[src/common/hrp_pkg.sv]
// Shared constants and types for the host RAM pointer and configuration register group.
package hrp_pkg;

    typedef logic [7:0]  hrp_byte_t;
    typedef logic [10:0] hrp_addr_t;
    typedef logic [2:0]  hrp_sel_t;
    typedef logic [4:0]  hrp_target_t;
    typedef logic [11:0] hrp_offset_t;

    localparam hrp_offset_t REG_PTR_HIGH   = 12'h000;
    localparam hrp_offset_t REG_PTR_LOW    = 12'h004;
    localparam hrp_offset_t REG_SEL        = 12'h008;
    localparam hrp_offset_t REG_CONFIG     = 12'h00c;

    localparam int PH_READ_BIT       = 7;
    localparam int PH_STEP_BIT       = 6;
    localparam int PH_UPPER_MSB      = 2;
    localparam int CFG_RESET_BIT     = 7;
    localparam int CFG_CHAIN_BIT     = 6;
    localparam int CFG_LINE_DRIVE_ENABLE_BIT      = 5;
    localparam int CFG_BACKPLANE_BIT = 2;
    localparam int CFG_KEEP_LSB      = 2;
    localparam int SEL_SHARED_MSB    = 1;

    localparam hrp_addr_t PTR_RESET  = 11'h000;
    localparam hrp_addr_t PTR_STEP   = 11'h001;
    localparam hrp_sel_t  SEL_RESET  = 3'h0;
    localparam logic [5:0] CFG_RESET = 6'h00;
    localparam hrp_byte_t RD_ZERO    = 8'h00;

    localparam hrp_sel_t SEL_TENTATIVE_ID = 3'h0;
    localparam hrp_sel_t SEL_NODE_ID      = 3'h1;
    localparam hrp_sel_t SEL_SETUP_1      = 3'h2;
    localparam hrp_sel_t SEL_NEXT_ID      = 3'h3;
    localparam hrp_sel_t SEL_SETUP_2      = 3'h4;

    localparam hrp_target_t TGT_TENTATIVE_ID = 5'h01;
    localparam hrp_target_t TGT_NODE_ID      = 5'h02;
    localparam hrp_target_t TGT_SETUP_1      = 5'h04;
    localparam hrp_target_t TGT_NEXT_ID      = 5'h08;
    localparam hrp_target_t TGT_SETUP_2      = 5'h10;
    localparam hrp_target_t TGT_NONE         = 5'h00;

    localparam logic [1:0] HTRANS_NONSEQ = 2'h2;
    localparam logic       HRESP_OKAY    = 1'b0;

    typedef enum logic [3:0]
    {
        HRP_ST_IDLE     = 4'b0001,
        HRP_ST_WRITE    = 4'b0010,
        HRP_ST_RD_FETCH = 4'b0100,
        HRP_ST_RD_GIVE  = 4'b1000
    } hrp_bus_state_e;

endpackage : hrp_pkg

[src/design/hrp_host_regs.sv]
// Host register group: RAM pointer, indirect register select and device configuration.
//
// Contract
// - Pointer-high bit 7 chooses read (one) or write (zero) for next access.
// - Pointer-high bit 6 set makes the pointer step after each data access.
// - Pointer-high bits 2-0 give RAM address bits 10 down to 8.
// - Pointer-low bits 7-0 give RAM address bits 7 down to 0.
// - Pointer-high bits 5-3 are reserved; nothing depends on them.
// - Three-bit selector picks the register seen at address 07.
// - Low two selector bits are shared storage with configuration bits 1-0.
// - Any configuration write clears selector bit 2.
// - Configuration bit 7 holds software reset until written back to zero.
// - Software reset leaves interface mode and configuration untouched.
// - Software reset touches only status, next-ID and diagnostic status.
// - Configuration bit 6 enables chained commands; zero keeps single-command mode.
// - Bit 5 low holds driver enable, and pulses outside backplane, inactive.
// - Transmit enable resets to zero.
// - Configuration bit 2 selects backplane signalling for the line pulses.
//
// Our own choices: the register offsets and the AHB-Lite register port.
`timescale 1ns/1ps
`default_nettype none

module hrp_host_regs
(
    input  wire logic                  clk_sys,
    input  wire logic                  sys_rst,
    input  wire logic                  hsel,
    input  wire logic [31:0]           haddr,
    input  wire logic [1:0]            htrans,
    input  wire logic                  hwrite,
    input  wire logic [2:0]            hsize,
    input  wire logic [31:0]           hwdata,
    input  wire logic                  hready,
    output logic                       hreadyout,
    output logic                       hresp,
    output logic [31:0]                hrdata,
    input  wire logic                  ram_data_access,
    output hrp_pkg::hrp_addr_t         ram_addr,
    output logic                       ram_read_select,
    output logic                       pointer_auto_step,
    output hrp_pkg::hrp_sel_t          indirect_sel,
    output hrp_pkg::hrp_target_t       indirect_target,
    output logic                       soft_reset,
    output logic                       command_queue_enable,
    output logic                       line_drive_enable,
    output logic                       backplane_mode,
    input  wire logic                  tx_pulse_a,
    input  wire logic                  tx_pulse_b,
    input  wire logic                  tx_drive,
    output logic                       line_pulse_a_n,
    output logic                       line_pulse_b_n,
    output logic                       driver_enable_n
);
    import hrp_pkg::*;

    hrp_bus_state_e  state;
    hrp_bus_state_e  next_state;
    hrp_offset_t     dph_addr;
    logic            addr_phase;
    logic            wr_en;
    hrp_byte_t       wr_byte;
    logic            wr_ptr_high;
    logic            wr_ptr_low;
    logic            wr_sel;
    logic            wr_cfg;
    logic [5:0]      cfg;
    hrp_sel_t        next_sel;
    hrp_target_t     next_target;
    hrp_byte_t       rd_value;
    logic            ptr_step;

    // The transfer size is not decoded: every access moves the low byte.
    logic            size_unused;
    assign size_unused = ^hsize;

    // Bus side: writes finish with no wait, reads take one wait state so
    // that a read straight after a write returns the updated value.
    assign addr_phase = hsel && (htrans == HTRANS_NONSEQ) && hready;

    always_comb
    begin
        next_state = state;
        unique case (state)
            HRP_ST_RD_FETCH:
            begin
                next_state = HRP_ST_RD_GIVE;
            end
            HRP_ST_IDLE, HRP_ST_WRITE, HRP_ST_RD_GIVE:
            begin
                if (addr_phase)
                begin
                    next_state = hwrite ? HRP_ST_WRITE : HRP_ST_RD_FETCH;
                end
                else
                begin
                    next_state = HRP_ST_IDLE;
                end
            end
            default:
            begin
                next_state = HRP_ST_IDLE;
            end
        endcase
    end

    always_ff @(posedge clk_sys)
    begin
        if (sys_rst)
        begin
            state <= HRP_ST_IDLE;
        end
        else
        begin
            state <= next_state;
        end
    end

    always_ff @(posedge clk_sys)
    begin
        if (sys_rst)
        begin
            dph_addr <= REG_PTR_HIGH;
        end
        else if (addr_phase && (state != HRP_ST_RD_FETCH))
        begin
            dph_addr <= haddr[11:0];
        end
    end

    assign hreadyout = (state != HRP_ST_RD_FETCH);
    assign hresp     = HRESP_OKAY;

    assign wr_en       = (state == HRP_ST_WRITE);
    assign wr_byte     = hwdata[7:0];
    assign wr_ptr_high = wr_en && (dph_addr == REG_PTR_HIGH);
    assign wr_ptr_low  = wr_en && (dph_addr == REG_PTR_LOW);
    assign wr_sel      = wr_en && (dph_addr == REG_SEL);
    assign wr_cfg      = wr_en && (dph_addr == REG_CONFIG);

    // Pointer-high control bits; reserved bits 5-3 are dropped on write.
    always_ff @(posedge clk_sys)
    begin
        if (sys_rst)
        begin
            ram_read_select   <= 1'b0;
            pointer_auto_step <= 1'b0;
        end
        else if (wr_ptr_high)
        begin
            ram_read_select   <= wr_byte[PH_READ_BIT];
            pointer_auto_step <= wr_byte[PH_STEP_BIT];
        end
    end

    assign ptr_step = ram_data_access && pointer_auto_step;

    hrp_ptr_counter u_ptr
    (
        .clk_sys    (clk_sys),
        .sys_rst    (sys_rst),
        .load_upper (wr_ptr_high),
        .load_lower (wr_ptr_low),
        .upper_in   (wr_byte[PH_UPPER_MSB:0]),
        .lower_in   (wr_byte),
        .step       (ptr_step),
        .ptr        (ram_addr)
    );

    // One selector store serves both views; a configuration write loads
    // the two shared bits and forces the upper bit low.
    always_comb
    begin
        next_sel = indirect_sel;
        if (wr_cfg)
        begin
            next_sel = {1'b0, wr_byte[SEL_SHARED_MSB:0]};
        end
        else if (wr_sel)
        begin
            next_sel = wr_byte[2:0];
        end
    end

    always_comb
    begin
        next_target = TGT_NONE;
        unique case (next_sel)
            SEL_TENTATIVE_ID:
            begin
                next_target = TGT_TENTATIVE_ID;
            end
            SEL_NODE_ID:
            begin
                next_target = TGT_NODE_ID;
            end
            SEL_SETUP_1:
            begin
                next_target = TGT_SETUP_1;
            end
            SEL_NEXT_ID:
            begin
                next_target = TGT_NEXT_ID;
            end
            SEL_SETUP_2:
            begin
                next_target = TGT_SETUP_2;
            end
            default:
            begin
                next_target = TGT_NONE;
            end
        endcase
    end

    always_ff @(posedge clk_sys)
    begin
        if (sys_rst)
        begin
            indirect_sel    <= SEL_RESET;
            indirect_target <= TGT_TENTATIVE_ID;
        end
        else
        begin
            indirect_sel    <= next_sel;
            indirect_target <= next_target;
        end
    end

    // Configuration bits 7-2; only a host write or the hardware reset clears them, so the
    // software reset bit cannot clear itself or its neighbours.
    always_ff @(posedge clk_sys)
    begin
        if (sys_rst)
        begin
            cfg <= CFG_RESET;
        end
        else if (wr_cfg)
        begin
            cfg <= wr_byte[7:CFG_KEEP_LSB];
        end
    end

    assign soft_reset           = cfg[CFG_RESET_BIT - CFG_KEEP_LSB];
    assign command_queue_enable = cfg[CFG_CHAIN_BIT - CFG_KEEP_LSB];
    assign line_drive_enable    = cfg[CFG_LINE_DRIVE_ENABLE_BIT - CFG_KEEP_LSB];
    assign backplane_mode       = cfg[CFG_BACKPLANE_BIT - CFG_KEEP_LSB];

    // Line outputs are gated by transmit enable; in backplane signalling
    // the two pulse lines are left to the transmitter.
    always_ff @(posedge clk_sys)
    begin
        if (sys_rst)
        begin
            line_pulse_a_n  <= 1'b1;
            line_pulse_b_n  <= 1'b1;
            driver_enable_n <= 1'b1;
        end
        else
        begin
            line_pulse_a_n  <= !(tx_pulse_a && (line_drive_enable || backplane_mode));
            line_pulse_b_n  <= !(tx_pulse_b && (line_drive_enable || backplane_mode));
            driver_enable_n <= !(tx_drive && line_drive_enable);
        end
    end

    // Read multiplexer; reserved and unmapped bits read as zero.
    always_comb
    begin
        rd_value = RD_ZERO;
        unique case (dph_addr)
            REG_PTR_HIGH:
            begin
                rd_value = {ram_read_select, pointer_auto_step, 3'h0,
                            ram_addr[10:8]};
            end
            REG_PTR_LOW:
            begin
                rd_value = ram_addr[7:0];
            end
            REG_SEL:
            begin
                rd_value = {5'h00, indirect_sel};
            end
            REG_CONFIG:
            begin
                rd_value = {cfg, indirect_sel[SEL_SHARED_MSB:0]};
            end
            default:
            begin
                rd_value = RD_ZERO;
            end
        endcase
    end

    always_ff @(posedge clk_sys)
    begin
        if (sys_rst)
        begin
            hrdata <= 32'h0000_0000;
        end
        else if (state == HRP_ST_RD_FETCH)
        begin
            hrdata <= {24'h00_0000, rd_value};
        end
    end

endmodule : hrp_host_regs

`default_nettype wire

[src/design/hrp_ptr_counter.sv]
// Eleven-bit RAM address pointer with byte loads and a wrapping step.
`timescale 1ns/1ps
`default_nettype none

module hrp_ptr_counter
(
    input  wire logic            clk_sys,
    input  wire logic            sys_rst,
    input  wire logic            load_upper,
    input  wire logic            load_lower,
    input  wire logic [2:0]      upper_in,
    input  wire hrp_pkg::hrp_byte_t lower_in,
    input  wire logic            step,
    output var  hrp_pkg::hrp_addr_t ptr
);
    import hrp_pkg::*;

    // A host load wins over a step that lands in the same cycle.
    always_ff @(posedge clk_sys)
    begin
        if (sys_rst)
        begin
            ptr <= PTR_RESET;
        end
        else if (load_upper || load_lower)
        begin
            ptr <= {load_upper ? upper_in : ptr[10:8],
                    load_lower ? lower_in : ptr[7:0]};
        end
        else if (step)
        begin
            ptr <= ptr + PTR_STEP;
        end
    end

endmodule : hrp_ptr_counter

`default_nettype wire

[config.mk]
export PLATFORM = sky130hd
export DESIGN_NAME = hrp_host_regs
export DESIGN_NICKNAME = d
export VERILOG_FILES = /design/src/common/hrp_pkg.sv /design/src/design/hrp_host_regs.sv /design/src/design/hrp_ptr_counter.sv
export SDC_FILE = /design/constraint.sdc
export NUM_CORES = 1
export LEC_CHECK = 0
export ABC_AREA = 1
export BUFFER_PORTS_ARGS = -buffer_cell sky130_fd_sc_hd__buf_4
export CORE_MARGIN = 8
export CORE_UTILIZATION = 43
export CTS_BUF_LIST = sky130_fd_sc_hd__clkbuf_8
export CTS_CLUSTER_SIZE = 30
export DETAILED_ROUTE_END_ITERATION = 7
export GPL_ROUTABILITY_DRIVEN = 1
export PLACE_DENSITY = 0.78
export SLEW_MARGIN = 10
export SYNTH_ARGS = -nofsm -noshare
export SYNTH_HDL_FRONTEND = slang
export SYNTH_SLANG_ARGS = --single-unit
[constraint.sdc]
create_clock -name clk_sys -period 1.4 [get_ports clk_sys]
set_input_delay 0 -clock clk_sys [delete_from_list [all_inputs] [get_ports clk_sys]]
set_output_delay 0 -clock clk_sys [all_outputs]
set_load 0.02 [all_outputs]
==> results.tsv, run 1 <==
stage	metric	value	unit
setup_path	Critical Path End Type	flip-flop	
yosys	area leader, netlist	dfxtp_1	
floorplanning	starting density of the core	43.5	%
status	failing checks	negative setup slack	
setup_path	Worst Setup SP	dph_addr[9]$_SDFFE_PP0P_	
yosys	most frequent cell after synthesis	nand2_1	
setup_path	critical path class	reg2reg	
floorplanning	DIE HEIGHT	98.3	um
setup_path	r2r startpoint	dph_addr[9]$_SDFFE_PP0P_	
yosys	mean post-synth cell area	6.69	sq um
timing	Final Setup Violations	34	
finish	Fillers	566	
setup_path	CP Launch Type	flip-flop	
clock_tree	clk sink count	54	
yosys	synthesis-stage register bit count	54	
timing	setup slack after layout	-191	ps
finish	nets	644	
timing	min Tclk post-route	1590	ps
grt	vias in the first global route	2922	
yosys	register area share after synthesis	37.2	%
setup_path	most frequent CP cell	nand2_2	
flow_run	maxcap violations	0	
power	Leakage	0.00213	uW
setup_path	worst reg2reg path endpoint	indirect_target[4]$_SDFF_PP0_	
setup_path	worst endpoint required time	1610	ps
routing	number of routed nets with antenna violations	0	
grt	largest net degree at the start of global routing	39	
grt	All-Layer GR Usage	17.0	%
routing	DR vias/cell	4.96	
setup_path	Crit path depth	10	
grt	first-pass GRT wire length	13.8	mm
setup_path	R2R Setup Slk	-190	ps
timing	RSZ-0062 raised after global routing	true	
yosys	post-synth top area share	37.2	%
placed_design	# port buffers	67	
timing	Slew Limit Fails	0	
yosys	number of enable flip-flop cells after synthesis	0	
placed_design	Placer Congestion	0.899	
yosys	Simple-Gate Fraction of Synth Area	36.6	%
setup_path	worst path arrival time	1800	ps
yosys	synth top area cells	dfxtp_1, nand2_1, nor2_1, nand3_1, buf_4	
setup_path	Critical Path End	indirect_target[4]$_SDFF_PP0_	
clock_tree	H-tree levels	2	
routing	Routed wire per std cell	14.4	um
floorplanning	DIE WIDTH	98.3	um
finish	footprint of the multi-input gates	0.00165	sq mm
yosys	Yosys cell types	31	
floorplanning	I/O pins	140	
routing	initial DRC count	154	
floorplanning	full die area	0.00965	sq mm
clock_tree	clk buf depth	2	
yosys	ys async rst share	0	%
worst_hold_path	min-delay src	hwdata[2]	
setup_path	crit-path leading delay family	simple AND/OR/NAND/NOR gates	
setup_path	CP max-delay cell	dfxtp_2	
clock_tree	clk slew on worst S/H paths	100	ps
yosys	yosys warns	0	
grt	initial antenna violation count	0	
setup_path	worst path cell trace	nor2_2 -> nand2_2 -> nor2_4 -> buf_12 -> buf_4 -> o21ai_2 -> o21bai_2 -> nand2_2 -> nand2_1 -> nor2_1	
timing	Final Hold Viols	0	
placed_design	dpl ws	-207	ps
yosys	fraction of the mapped netlist area in adder cells	0.430	%
setup_path	slowest stage delay, CP	340	ps
status	outcome	finished with violations	
yosys	Synth Area in Compound Gates	10.5	%
finish	Reg area	0.00109	sq mm
yosys	mux cell area share after synthesis	0	%
timing	period utilisation layout	114	%
routing	final wirelength	9.28	mm
timing	max frequency	629	MHz
setup_path	Reg2Reg Depth	10	
clock_tree	CTS root buf	clkbuf_8	
finish	Layout area overhead	47.1	%
finish	Ant. Diodes	0	
yosys	Post-Syn Area	0.00291	sq mm
finish	final std cells w/o fill	646	
yosys	Main synth FF type	dfxtp_1	
clock_tree	TritonCTS clock tree	done	
floorplanning	# rows	30	
routing	DRC	0	
placed_design	DP HPWL	6.41	mm
clock_tree	Clock Latency Late Sink	310	ps
clock_tree	CTS Buf Count	5	
grt	GRT Residual Overflow	0	
yosys	main combinational cell family by area after synthesis	simple AND/OR/NAND/NOR gates	
yosys	Mapped Cells	435	
timing	Fin Setup TNS	-4010	ps
yosys	xor/xnor share of the synthesized area	0.602	%
routing	vias after detailed routing	3201	
setup_path	Bufs and invs on worst path	2	
power	PwrDens	692	mW/mm^2
finish	layout cells sized above 1	33.6	%
yosys	leading cell types by count after synthesis	nand2_1, nor2_1, dfxtp_1	
setup_path	crit path max fanout	5	
routing	DR pass1 iterations	5	
power	VDD IR max	0.574	mV
worst_hold_path	Hold Crit Class	in2reg	
power	Tot Pwr	2960	uW
placed_design	post-placement cell count	604	
floorplanning	core area	0.00668	sq mm
timing	final setup skew	6.96	ps
==> cell families after synthesis <==
group | Yosys count
DFF | 54
xor gates and xnor gates | 2
AOI/OAI and AO/OA | 57
buffers and inverters | 83
and+or+nand+nor | 237
adders and majority gates | 1
other | 1
==> report_power, final <==
part	switching (uW)	internal, uW
registers	9.46	1550
logic	268	251
clock network	530	353
==> flip-flops by register name, summed over array words and instances (netlist names) <==
name and cells:
line_pulse_a_n 1, indirect_sel 3, pointer_auto_step 1, u_ptr.ptr 11, cfg 6, ram_read_select 1
driver_enable_n 1, indirect_target 5, line_pulse_b_n 1, hrdata 8, state 4, dph_addr 12
==> how the worst min path moves through the flow <==
stage          cells past startpoint             endpoint  slack [ps]
2_1_floorplan                      1  state[2]$_SDFF_PP0_          70
3_3_place_gp                       2  state[2]$_SDFF_PP0_         170
3_5_place_dp                       2  state[2]$_SDFF_PP0_         170
4_1_cts                            3  cfg[0]$_SDFFE_PP0P_          20
5_1_grt                            3  cfg[0]$_SDFFE_PP0P_          30
6_report                           3  cfg[0]$_SDFFE_PP0P_           6
==> metrics by stage <==
stage | hold slack (ps) | area, sq um | utilization, %
floorplan | 71.1 | 3010 | -
global placement | 172 | 3650 | 54.7
detailed placement | 173 | 3650 | 54.7
CTS | 17.3 | 4030 | 60.3
global route | 25.8 | 4280 | 64.0
finish | 6.38 | 4280 | 64.0
==> routing by layer <==
metal	wire, um	global-route usage, %	share of wire (%)	vias to the layer above
li1	-	-	-	1590
met1	3580	19.8	39	1430
met2	4690	30.2	51	169
met3	876	4.62	9.4	12
met4	132	4.13	1.4	0
met5	0	0	0	-
==> worst register-to-register path: cells and delay by family (launching register included) <==
kind                   cells  cell delay [ps]
flip-flops                 1              340
AO/OA/AOI/OAI              2              300
AND/OR/NAND/NOR            6              610
buffers and inverters      2              250
==> placed cells by master (no fill, tap or decap) <==
cell type and instances:
o21ai_0 9, o21ai_2 10, clkinvlp_4 1, buf_12 3, nand2_4 3, clkinv_4 1
nand3_4 3, nand2_2 8, nor2_2 8, o21ai_1 14, nor2_1 64, nand4_1 5
nor2_8 1, nor3_4 1, inv_2 8, nand3_1 38, clkinv_2 1, buf_4 100
ha_1 1, nor2_4 5, xor2_1 2, clkbuf_16 1, a21oi_4 1, o21bai_2 1
dfxtp_1 43, dfxtp_2 11, dlygate4sd3_1 22, nor3b_1 1, buf_6 10, nand2_1 89
clkbuf_8 5, nand3b_1 2, inv_1 37, conb_1 25, nand3_2 6, inv_4 1
nor3_1 3, a21boi_4 1, a21oi_1 21
==> timing repair <==
| action | 4_1_cts | 5_1_grt |
|---|---|---|
| hold buffers | 22 | 0 |
| resized for setup | 15 | 70 |
| hold endpoints to repair | 31 | 0 |
| pin swaps | 11 | 18 |
| setup buffers | 3 | 7 |
| setup endpoints to repair | 35 | 42 |
| gates cloned | 0 | 2 |
==> final cells by class <==
class | count | area share, %
clock buffers | 5 | 1.61
clock inverters | 3 | 0.497
inverters | 46 | 4.09
multi-input cells | 322 | 38.6
flip-flops and latches | 54 | 25.6
well taps | 80 | 2.34
repair buffers | 136 | 27.3
(Power assumes the default switching activity.)
==> run 2, diff against run 1 <==
Settings changed: ABC_CLOCK_PERIOD_IN_PS from default to 1400, CORE_UTILIZATION 43 to 42, CTS_BUF_LIST sky130_fd_sc_hd__clkbuf_8 to sky130_fd_sc_hd__clkbuf_4 sky130_fd_sc_hd__clkbuf_8 sky130_fd_sc_hd__clkbuf_16, PLACE_DENSITY 0.78 to 0.77, TNS_END_PERCENT from default to 1.
==> results.tsv, run 2 (synthesis gave the netlist of run 1 again) <==
stage	metric	value	unit	change
setup_path	worst endpoint required time	1650	ps	+40 ps
finish	layout cells sized above 1	27.7	%	-5.9 points
floorplanning	I/O pins	140		unchanged
setup_path	most frequent CP cell	nand2_2		
setup_path	Critical Path End	indirect_target[1]$_SDFF_PP0_		
routing	final wirelength	8.49	mm	-8.6%
timing	max frequency	651	MHz	+3.6%
setup_path	worst path arrival time	1780	ps	-20 ps
finish	final std cells w/o fill	632		-2.2%
clock_tree	clk slew on worst S/H paths	90	ps	about the same
power	P_sw	742	uW	-8.2%
floorplanning	core area	0.00676	sq mm	+1.1%
finish	Ant. Diodes	0		unchanged
finish	Largest regs	dph_addr (12), u_ptr.ptr (11), hrdata (8)		
finish	nets	631		-2.0%
setup_path	Reg2Reg Depth	11		+1
floorplanning	full die area	0.00985	sq mm	+2.0%
clock_tree	Clock Latency Late Sink	300	ps	about the same
clock_tree	clk buf depth	2		unchanged
setup_path	r2r startpoint	dph_addr[11]$_SDFFE_PP0P_		
power	Leakage	0.00204	uW	-4.4%
finish	footprint of the multi-input gates	0.00158	sq mm	-4.0%
setup_path	Crit path depth	11		+1
routing	vias after detailed routing	3113		-2.7%
worst_hold_path	Hold Crit Class	in2reg		
routing	number of routed nets with antenna violations	0		unchanged
setup_path	CP max-delay cell	dfxtp_1		
grt	vias in the first global route	3003		+2.8%
setup_path	crit path max fanout	7		+2
finish	Layout area overhead	41.0	%	
timing	final setup skew	4.27	ps	-2.69 ps
finish	Reg area	0.00109	sq mm	-0.69%
setup_path	R2R Setup Slk	-140	ps	+50 ps
clock_tree	H-tree levels	2		unchanged
setup_path	Worst Setup SP	dph_addr[11]$_SDFFE_PP0P_		
status	failing checks	negative hold slack, negative setup slack		
finish	Largest register FFs	12		unchanged
power	part of the power in registers	50.5	%	-2.1 points
finish	most frequent cells in the layout	buf_4, nand2_1, nor2_1		
flow_run	maxcap violations	0		unchanged
timing	Final Hold Viols	2		+2
floorplanning	DIE WIDTH	99.2	um	+0.99%
finish	most common cell after layout, fill and taps aside	buf_4		
setup_path	crit-path leading delay family	simple AND/OR/NAND/NOR gates		
grt	All-Layer GR Usage	16.7	%	-0.35 points
power	P_int	2340	uW	+8.7%
setup_path	slowest stage delay, CP	320	ps	-20 ps
power	PwrDens	751	mW/mm^2	+8.6%
timing	WHS	-2.49	ps	-8.87 ps
power	Comb power frac	15.1	%	-2.5 points
placed_design	DP HPWL	6.41	mm	about the same
timing	period utilisation layout	110	%	-3.9 points
grt	first-pass GRT wire length	13.7	mm	-0.20%
power	Clock Power Share	34.4	%	+4.6 points
clock_tree	CTS Buf Count	5		unchanged
placed_design	post-placement cell count	602		-0.33%
routing	DR pass1 iterations	5		unchanged
setup_path	worst reg2reg path endpoint	indirect_target[1]$_SDFF_PP0_		
routing	Routed wire per std cell	13.4	um	-6.6%
clock_tree	clk sink count	54		unchanged
grt	initial antenna violation count	0		unchanged
timing	setup slack after layout	-136	ps	+54.8 ps
finish	Fillers	612		+8.1%
grt	largest net degree at the start of global routing	39		unchanged
timing	Slew Limit Fails	0		unchanged
placed_design	Placer Congestion	0.862		-4.1%
setup_path	Critical Path End Type	flip-flop		
floorplanning	DIE HEIGHT	99.2	um	+0.99%
clock_tree	CTS root buf	clkbuf_8		
setup_path	worst path cell trace	nor2_2 -> nand2_2 -> nor2_4 -> buf_12 -> buf_8 -> nand2_4 -> nand2_2 -> nand3b_1 -> nand2_2 -> nand2_2 -> nor2_2		
floorplanning	# rows	30		unchanged
timing	Final Setup Violations	30		-12%
routing	initial DRC count	209		+36%
placed_design	# port buffers	67		unchanged
routing	DR vias/cell	4.93		-0.59%
clock_tree	TritonCTS clock tree	done		
finish	Util after Layout	60.7	%	-3.3 points
setup_path	critical path class	reg2reg		
placed_design	dpl ws	-180	ps	+27.0 ps
timing	min Tclk post-route	1540	ps	-54.8 ps
timing	RSZ-0062 raised after global routing	true		
finish	Biggest register	dph_addr		
worst_hold_path	Worst Hold Depth	3		unchanged
setup_path	CP Launch Type	flip-flop		
routing	DRC	0		unchanged
timing	Fin Setup TNS	-2140	ps	+1860 ps
status	outcome	finished with violations		
grt	GRT Residual Overflow	0		unchanged
power	VDD IR max	0.608	mV	+5.9%
placed_design	Area after DPL	0.00364	sq mm	-0.34%
setup_path	Bufs and invs on worst path	2		unchanged
floorplanning	starting density of the core	43.1	%	-0.48 points
finish	final instance area	0.00410	sq mm	-4.1%
power	Sw Ratio	24.1	%	-3.2 points
==> run 2: changes by cell type in the layout (fill, tap and decap cells not counted), sizes merged <==
cell,before,now
buf,113,103
bufinv,0,1
dlygate4sd3,22,20
clkinv,2,0
clkinvlp,1,0
==> run 2: worst min path at each step <==
stage	startpoint	end
CTS	hwdata[7]	ram_read_select$_SDFFE_PP0P_
detailed placement	hwrite	state[2]$_SDFF_PP0_
global placement	hwrite	state[2]$_SDFF_PP0_
global route	hwdata[6]	cfg[4]$_SDFFE_PP0P_
finish	hwdata[7]	ram_read_select$_SDFFE_PP0P_
floorplan	hwrite	state[2]$_SDFF_PP0_
==> run 2: per-layer routing <==
| layer | GRT usage, % | vias to the layer above | part of all wire, % |
|---|---|---|---|
| met5 | 0 | - | 0 |
| met4 | 5.01 | 0 | 1.9 |
| met1 | 19.5 | 1425 | 40 |
| met2 | 29.2 | 118 | 50 |
| met3 | 4.26 | 15 | 8.0 |
| li1 | - | 1555 | - |
==> run 2: stage by stage <==
step                power [uW]  hold slack, ps
finish                    3080           -2.49
global route              3200            3.75
CTS                       3060            4.52
detailed placement        1930             183
global placement          1920             180
floorplan                 1840            78.5
==> run 2: area by class of cell <==
type	count	area share (%)
sequential	54	26.5
multi-input combinational	322	38.6
clock inverter	1	0.732
timing repair buffer	123	25.5
clock buffer	6	2.01
tap	80	2.44
inverter	46	4.21
==> run 2: tightest hold or removal path: stages <==
cell,delay [ps]
buf_4,110
o21ai_2,60
a21oi_1,90
==> run 2: what timing repair did <==
action | CTS | global route
setup buffers | 2 | 1
endpoints found under the setup margin | 34 | 48
gates resized for setup | 14 | 28
hold endpoints to repair | 29 | 0
pin swaps | 3 | 9
hold buffers | 20 | 0
==> run 2: power groups by stage <==
| stage | clock network, uW | logic (uW) | registers, uW |
|---|---|---|---|
| 6_report | 1060 | 465 | 1560 |
| 5_1_grt | 1140 | 498 | 1560 |
| 4_1_cts | 1080 | 421 | 1560 |
| 3_5_place_dp | 0 | 340 | 1590 |
| 3_3_place_gp | 0 | 333 | 1590 |
| 2_1_floorplan | 0 | 245 | 1590 |
==> run 3, diff against run 2 <==
Settings changed: RECOVER_POWER from default to 25.
==> results.tsv, run 3 (synthesis gave the netlist of run 1 again) <==
stage	metric	value	unit	change
grt	largest net degree at the start of global routing	39		unchanged
finish	Largest regs	dph_addr (12), u_ptr.ptr (11), hrdata (8)		
timing	RSZ-0062 raised after global routing	true		
floorplanning	core area	0.00676	sq mm	unchanged
clock_tree	clk sink count	54		unchanged
floorplanning	# rows	30		unchanged
placed_design	DP HPWL	6.41	mm	unchanged
grt	All-Layer GR Usage	16.7	%	unchanged
timing	WHS	-4.14	ps	-1.65 ps
timing	setup slack after layout	-141	ps	-5.15 ps
power	P_int	2340	uW	about the same
worst_hold_path	Hold Crit Class	in2reg		
setup_path	worst endpoint required time	1650	ps	about the same
floorplanning	full die area	0.00985	sq mm	unchanged
routing	DR vias/cell	4.98		+1.1%
clock_tree	clk slew on worst S/H paths	90	ps	about the same
routing	vias after detailed routing	3147		+1.1%
power	VDD IR max	0.603	mV	-0.70%
power	Leakage	0.00199	uW	-2.3%
routing	final wirelength	8.49	mm	about the same
timing	Final Setup Violations	30		unchanged
floorplanning	DIE HEIGHT	99.2	um	unchanged
grt	initial antenna violation count	0		unchanged
routing	number of routed nets with antenna violations	0		unchanged
setup_path	R2R Setup Slk	-140	ps	about the same
floorplanning	DIE WIDTH	99.2	um	unchanged
timing	min Tclk post-route	1540	ps	+5.15 ps
power	part of the power in registers	50.6	%	about the same
worst_hold_path	min-delay src	hwdata[7]		
finish	nets	631		unchanged
finish	layout cells sized above 1	25.5	%	-2.2 points
setup_path	Critical Path End Type	flip-flop		
setup_path	r2r startpoint	dph_addr[11]$_SDFFE_PP0P_		
finish	Layout area overhead	39.5	%	
power	Comb power frac	15.1	%	about the same
flow_run	maxcap violations	0		unchanged
power	PwrDens	759	mW/mm^2	+1.0%
grt	first-pass GRT wire length	13.7	mm	unchanged
worst_hold_path	Worst Hold Depth	3		unchanged
routing	Routed wire per std cell	13.4	um	about the same
finish	Largest register FFs	12		unchanged
finish	Util after Layout	60.1	%	-0.67 points
placed_design	# port buffers	67		unchanged
floorplanning	starting density of the core	43.1	%	unchanged
clock_tree	TritonCTS clock tree	done		
power	P_sw	738	uW	-0.44%
setup_path	critical path class	reg2reg		
timing	Fin Setup TNS	-2180	ps	-37.7 ps
routing	DRC	0		unchanged
routing	initial DRC count	219		+4.8%
setup_path	CP Launch Type	flip-flop		
power	Clock Power Share	34.3	%	about the same
setup_path	worst reg2reg path endpoint	indirect_target[1]$_SDFF_PP0_		
clock_tree	clk buf depth	2		unchanged
clock_tree	CTS root buf	clkbuf_8		
finish	most common cell after layout, fill and taps aside	nand2_1		
floorplanning	I/O pins	140		unchanged
status	outcome	finished with violations		
grt	GRT Residual Overflow	0		unchanged
finish	Fillers	623		+1.8%
timing	max frequency	649	MHz	-0.33%
finish	Biggest register	dph_addr		
placed_design	Placer Congestion	0.862		unchanged
power	Sw Ratio	24.0	%	-0.080 points
setup_path	worst path arrival time	1790	ps	about the same
setup_path	Worst Setup SP	dph_addr[11]$_SDFFE_PP0P_		
clock_tree	CTS Buf Count	5		unchanged
routing	DR pass1 iterations	5		unchanged
worst_hold_path	Hold Path End	ram_read_select$_SDFFE_PP0P_		
setup_path	crit path max fanout	7		unchanged
grt	vias in the first global route	3003		unchanged
timing	Slew Limit Fails	0		unchanged
status	failing checks	negative hold slack, negative setup slack		
timing	final setup skew	5.93	ps	+1.66 ps
clock_tree	Clock Latency Late Sink	300	ps	about the same
finish	most frequent cells in the layout	nand2_1, buf_4, nor2_1		
finish	Ant. Diodes	0		unchanged
timing	period utilisation layout	110	%	+0.37 points
setup_path	Reg2Reg Depth	11		unchanged
timing	Final Hold Viols	2		unchanged
clock_tree	H-tree levels	2		unchanged
==> run 3: cell types whose count changed in the layout (fill, tap and decap cells not counted), sizes merged <==
cell / change
buf: -12
clkbuf: +12
==> run 3: worst max-delay path: stages, from the launching register on <==
cell,delay (ps)
dfxtp_1,320
nor2_2,130
nand2_2,90
nor2_4,120
buf_12,140
buf_8,110
nand2_4,50
nand2_2,60
nand3b_1,160
nand2_2,140
nand2_2,60
nor2_2,100
==> run 3: power groups by stage <==
stage	registers, uW	logic (uW)	clock network, uW
after CTS	1560	421	1080
after floorplan	1590	245	0
after global routing	1560	498	1140
after detailed placement	1590	340	0
after global placement	1590	333	0
final	1560	466	1060
==> run 3: cell type report <==
cell class / instances / area (sq um) / area share [%]
tap: 80 / 100 / 2.47
clock inverter: 1 / 30.0 / 0.740
inverter: 46 / 173 / 4.26
timing repair buffer: 123 / 1000 / 24.7
sequential: 54 / 1090 / 26.8
clock buffer: 6 / 82.6 / 2.04
multi-input combinational: 322 / 1580 / 39.0
==> run 3: how the worst max path moves through the flow <==
| stage | endpoint | slack [ps] | depth (start not counted) |
|---|---|---|---|
| after global routing | indirect_target[1]$_SDFF_PP0_ | -270 | 11 |
| after floorplan | u_ptr.ptr[5]$_SDFFE_PP0P_ | -3 | 9 |
| final | indirect_target[1]$_SDFF_PP0_ | -140 | 11 |
| after global placement | u_ptr.ptr[10]$_SDFFE_PP0P_ | -130 | 9 |
| after CTS | indirect_target[1]$_SDFF_PP0_ | -90 | 11 |
| after detailed placement | u_ptr.ptr[4]$_SDFFE_PP0P_ | -180 | 9 |
==> run 3: layer usage <==
metal  routed length [um]  track usage, %  part of all wire (%)
met3                  669            4.26                   7.9
met4                  163            5.01                   1.9
met1                 3450            19.5                    41
met5                    0               0                     0
met2                 4210            29.2                    50
==> run 3: metrics by stage <==
stage	instance area, sq um	power (uW)	hold WS [ps]	worst slack (ps)	cells
finish	4060	3080	-4.14	-141	632
global route	4060	3200	3.75	-272	632
CTS	4030	3060	4.52	-93.3	631
detailed placement	3640	1930	183	-180	602
global placement	3640	1920	180	-131	602
floorplan	3000	1840	78.5	-2.79	459
==> run 3: what timing repair did <==
item / CTS / global route
setup buffers: 2 / 1
setup endpoints to repair: 34 / 48
pin swaps: 3 / 9
gates resized for setup: 14 / 28
hold buffers: 20 / 0
endpoints found under the hold margin: 29 / 0
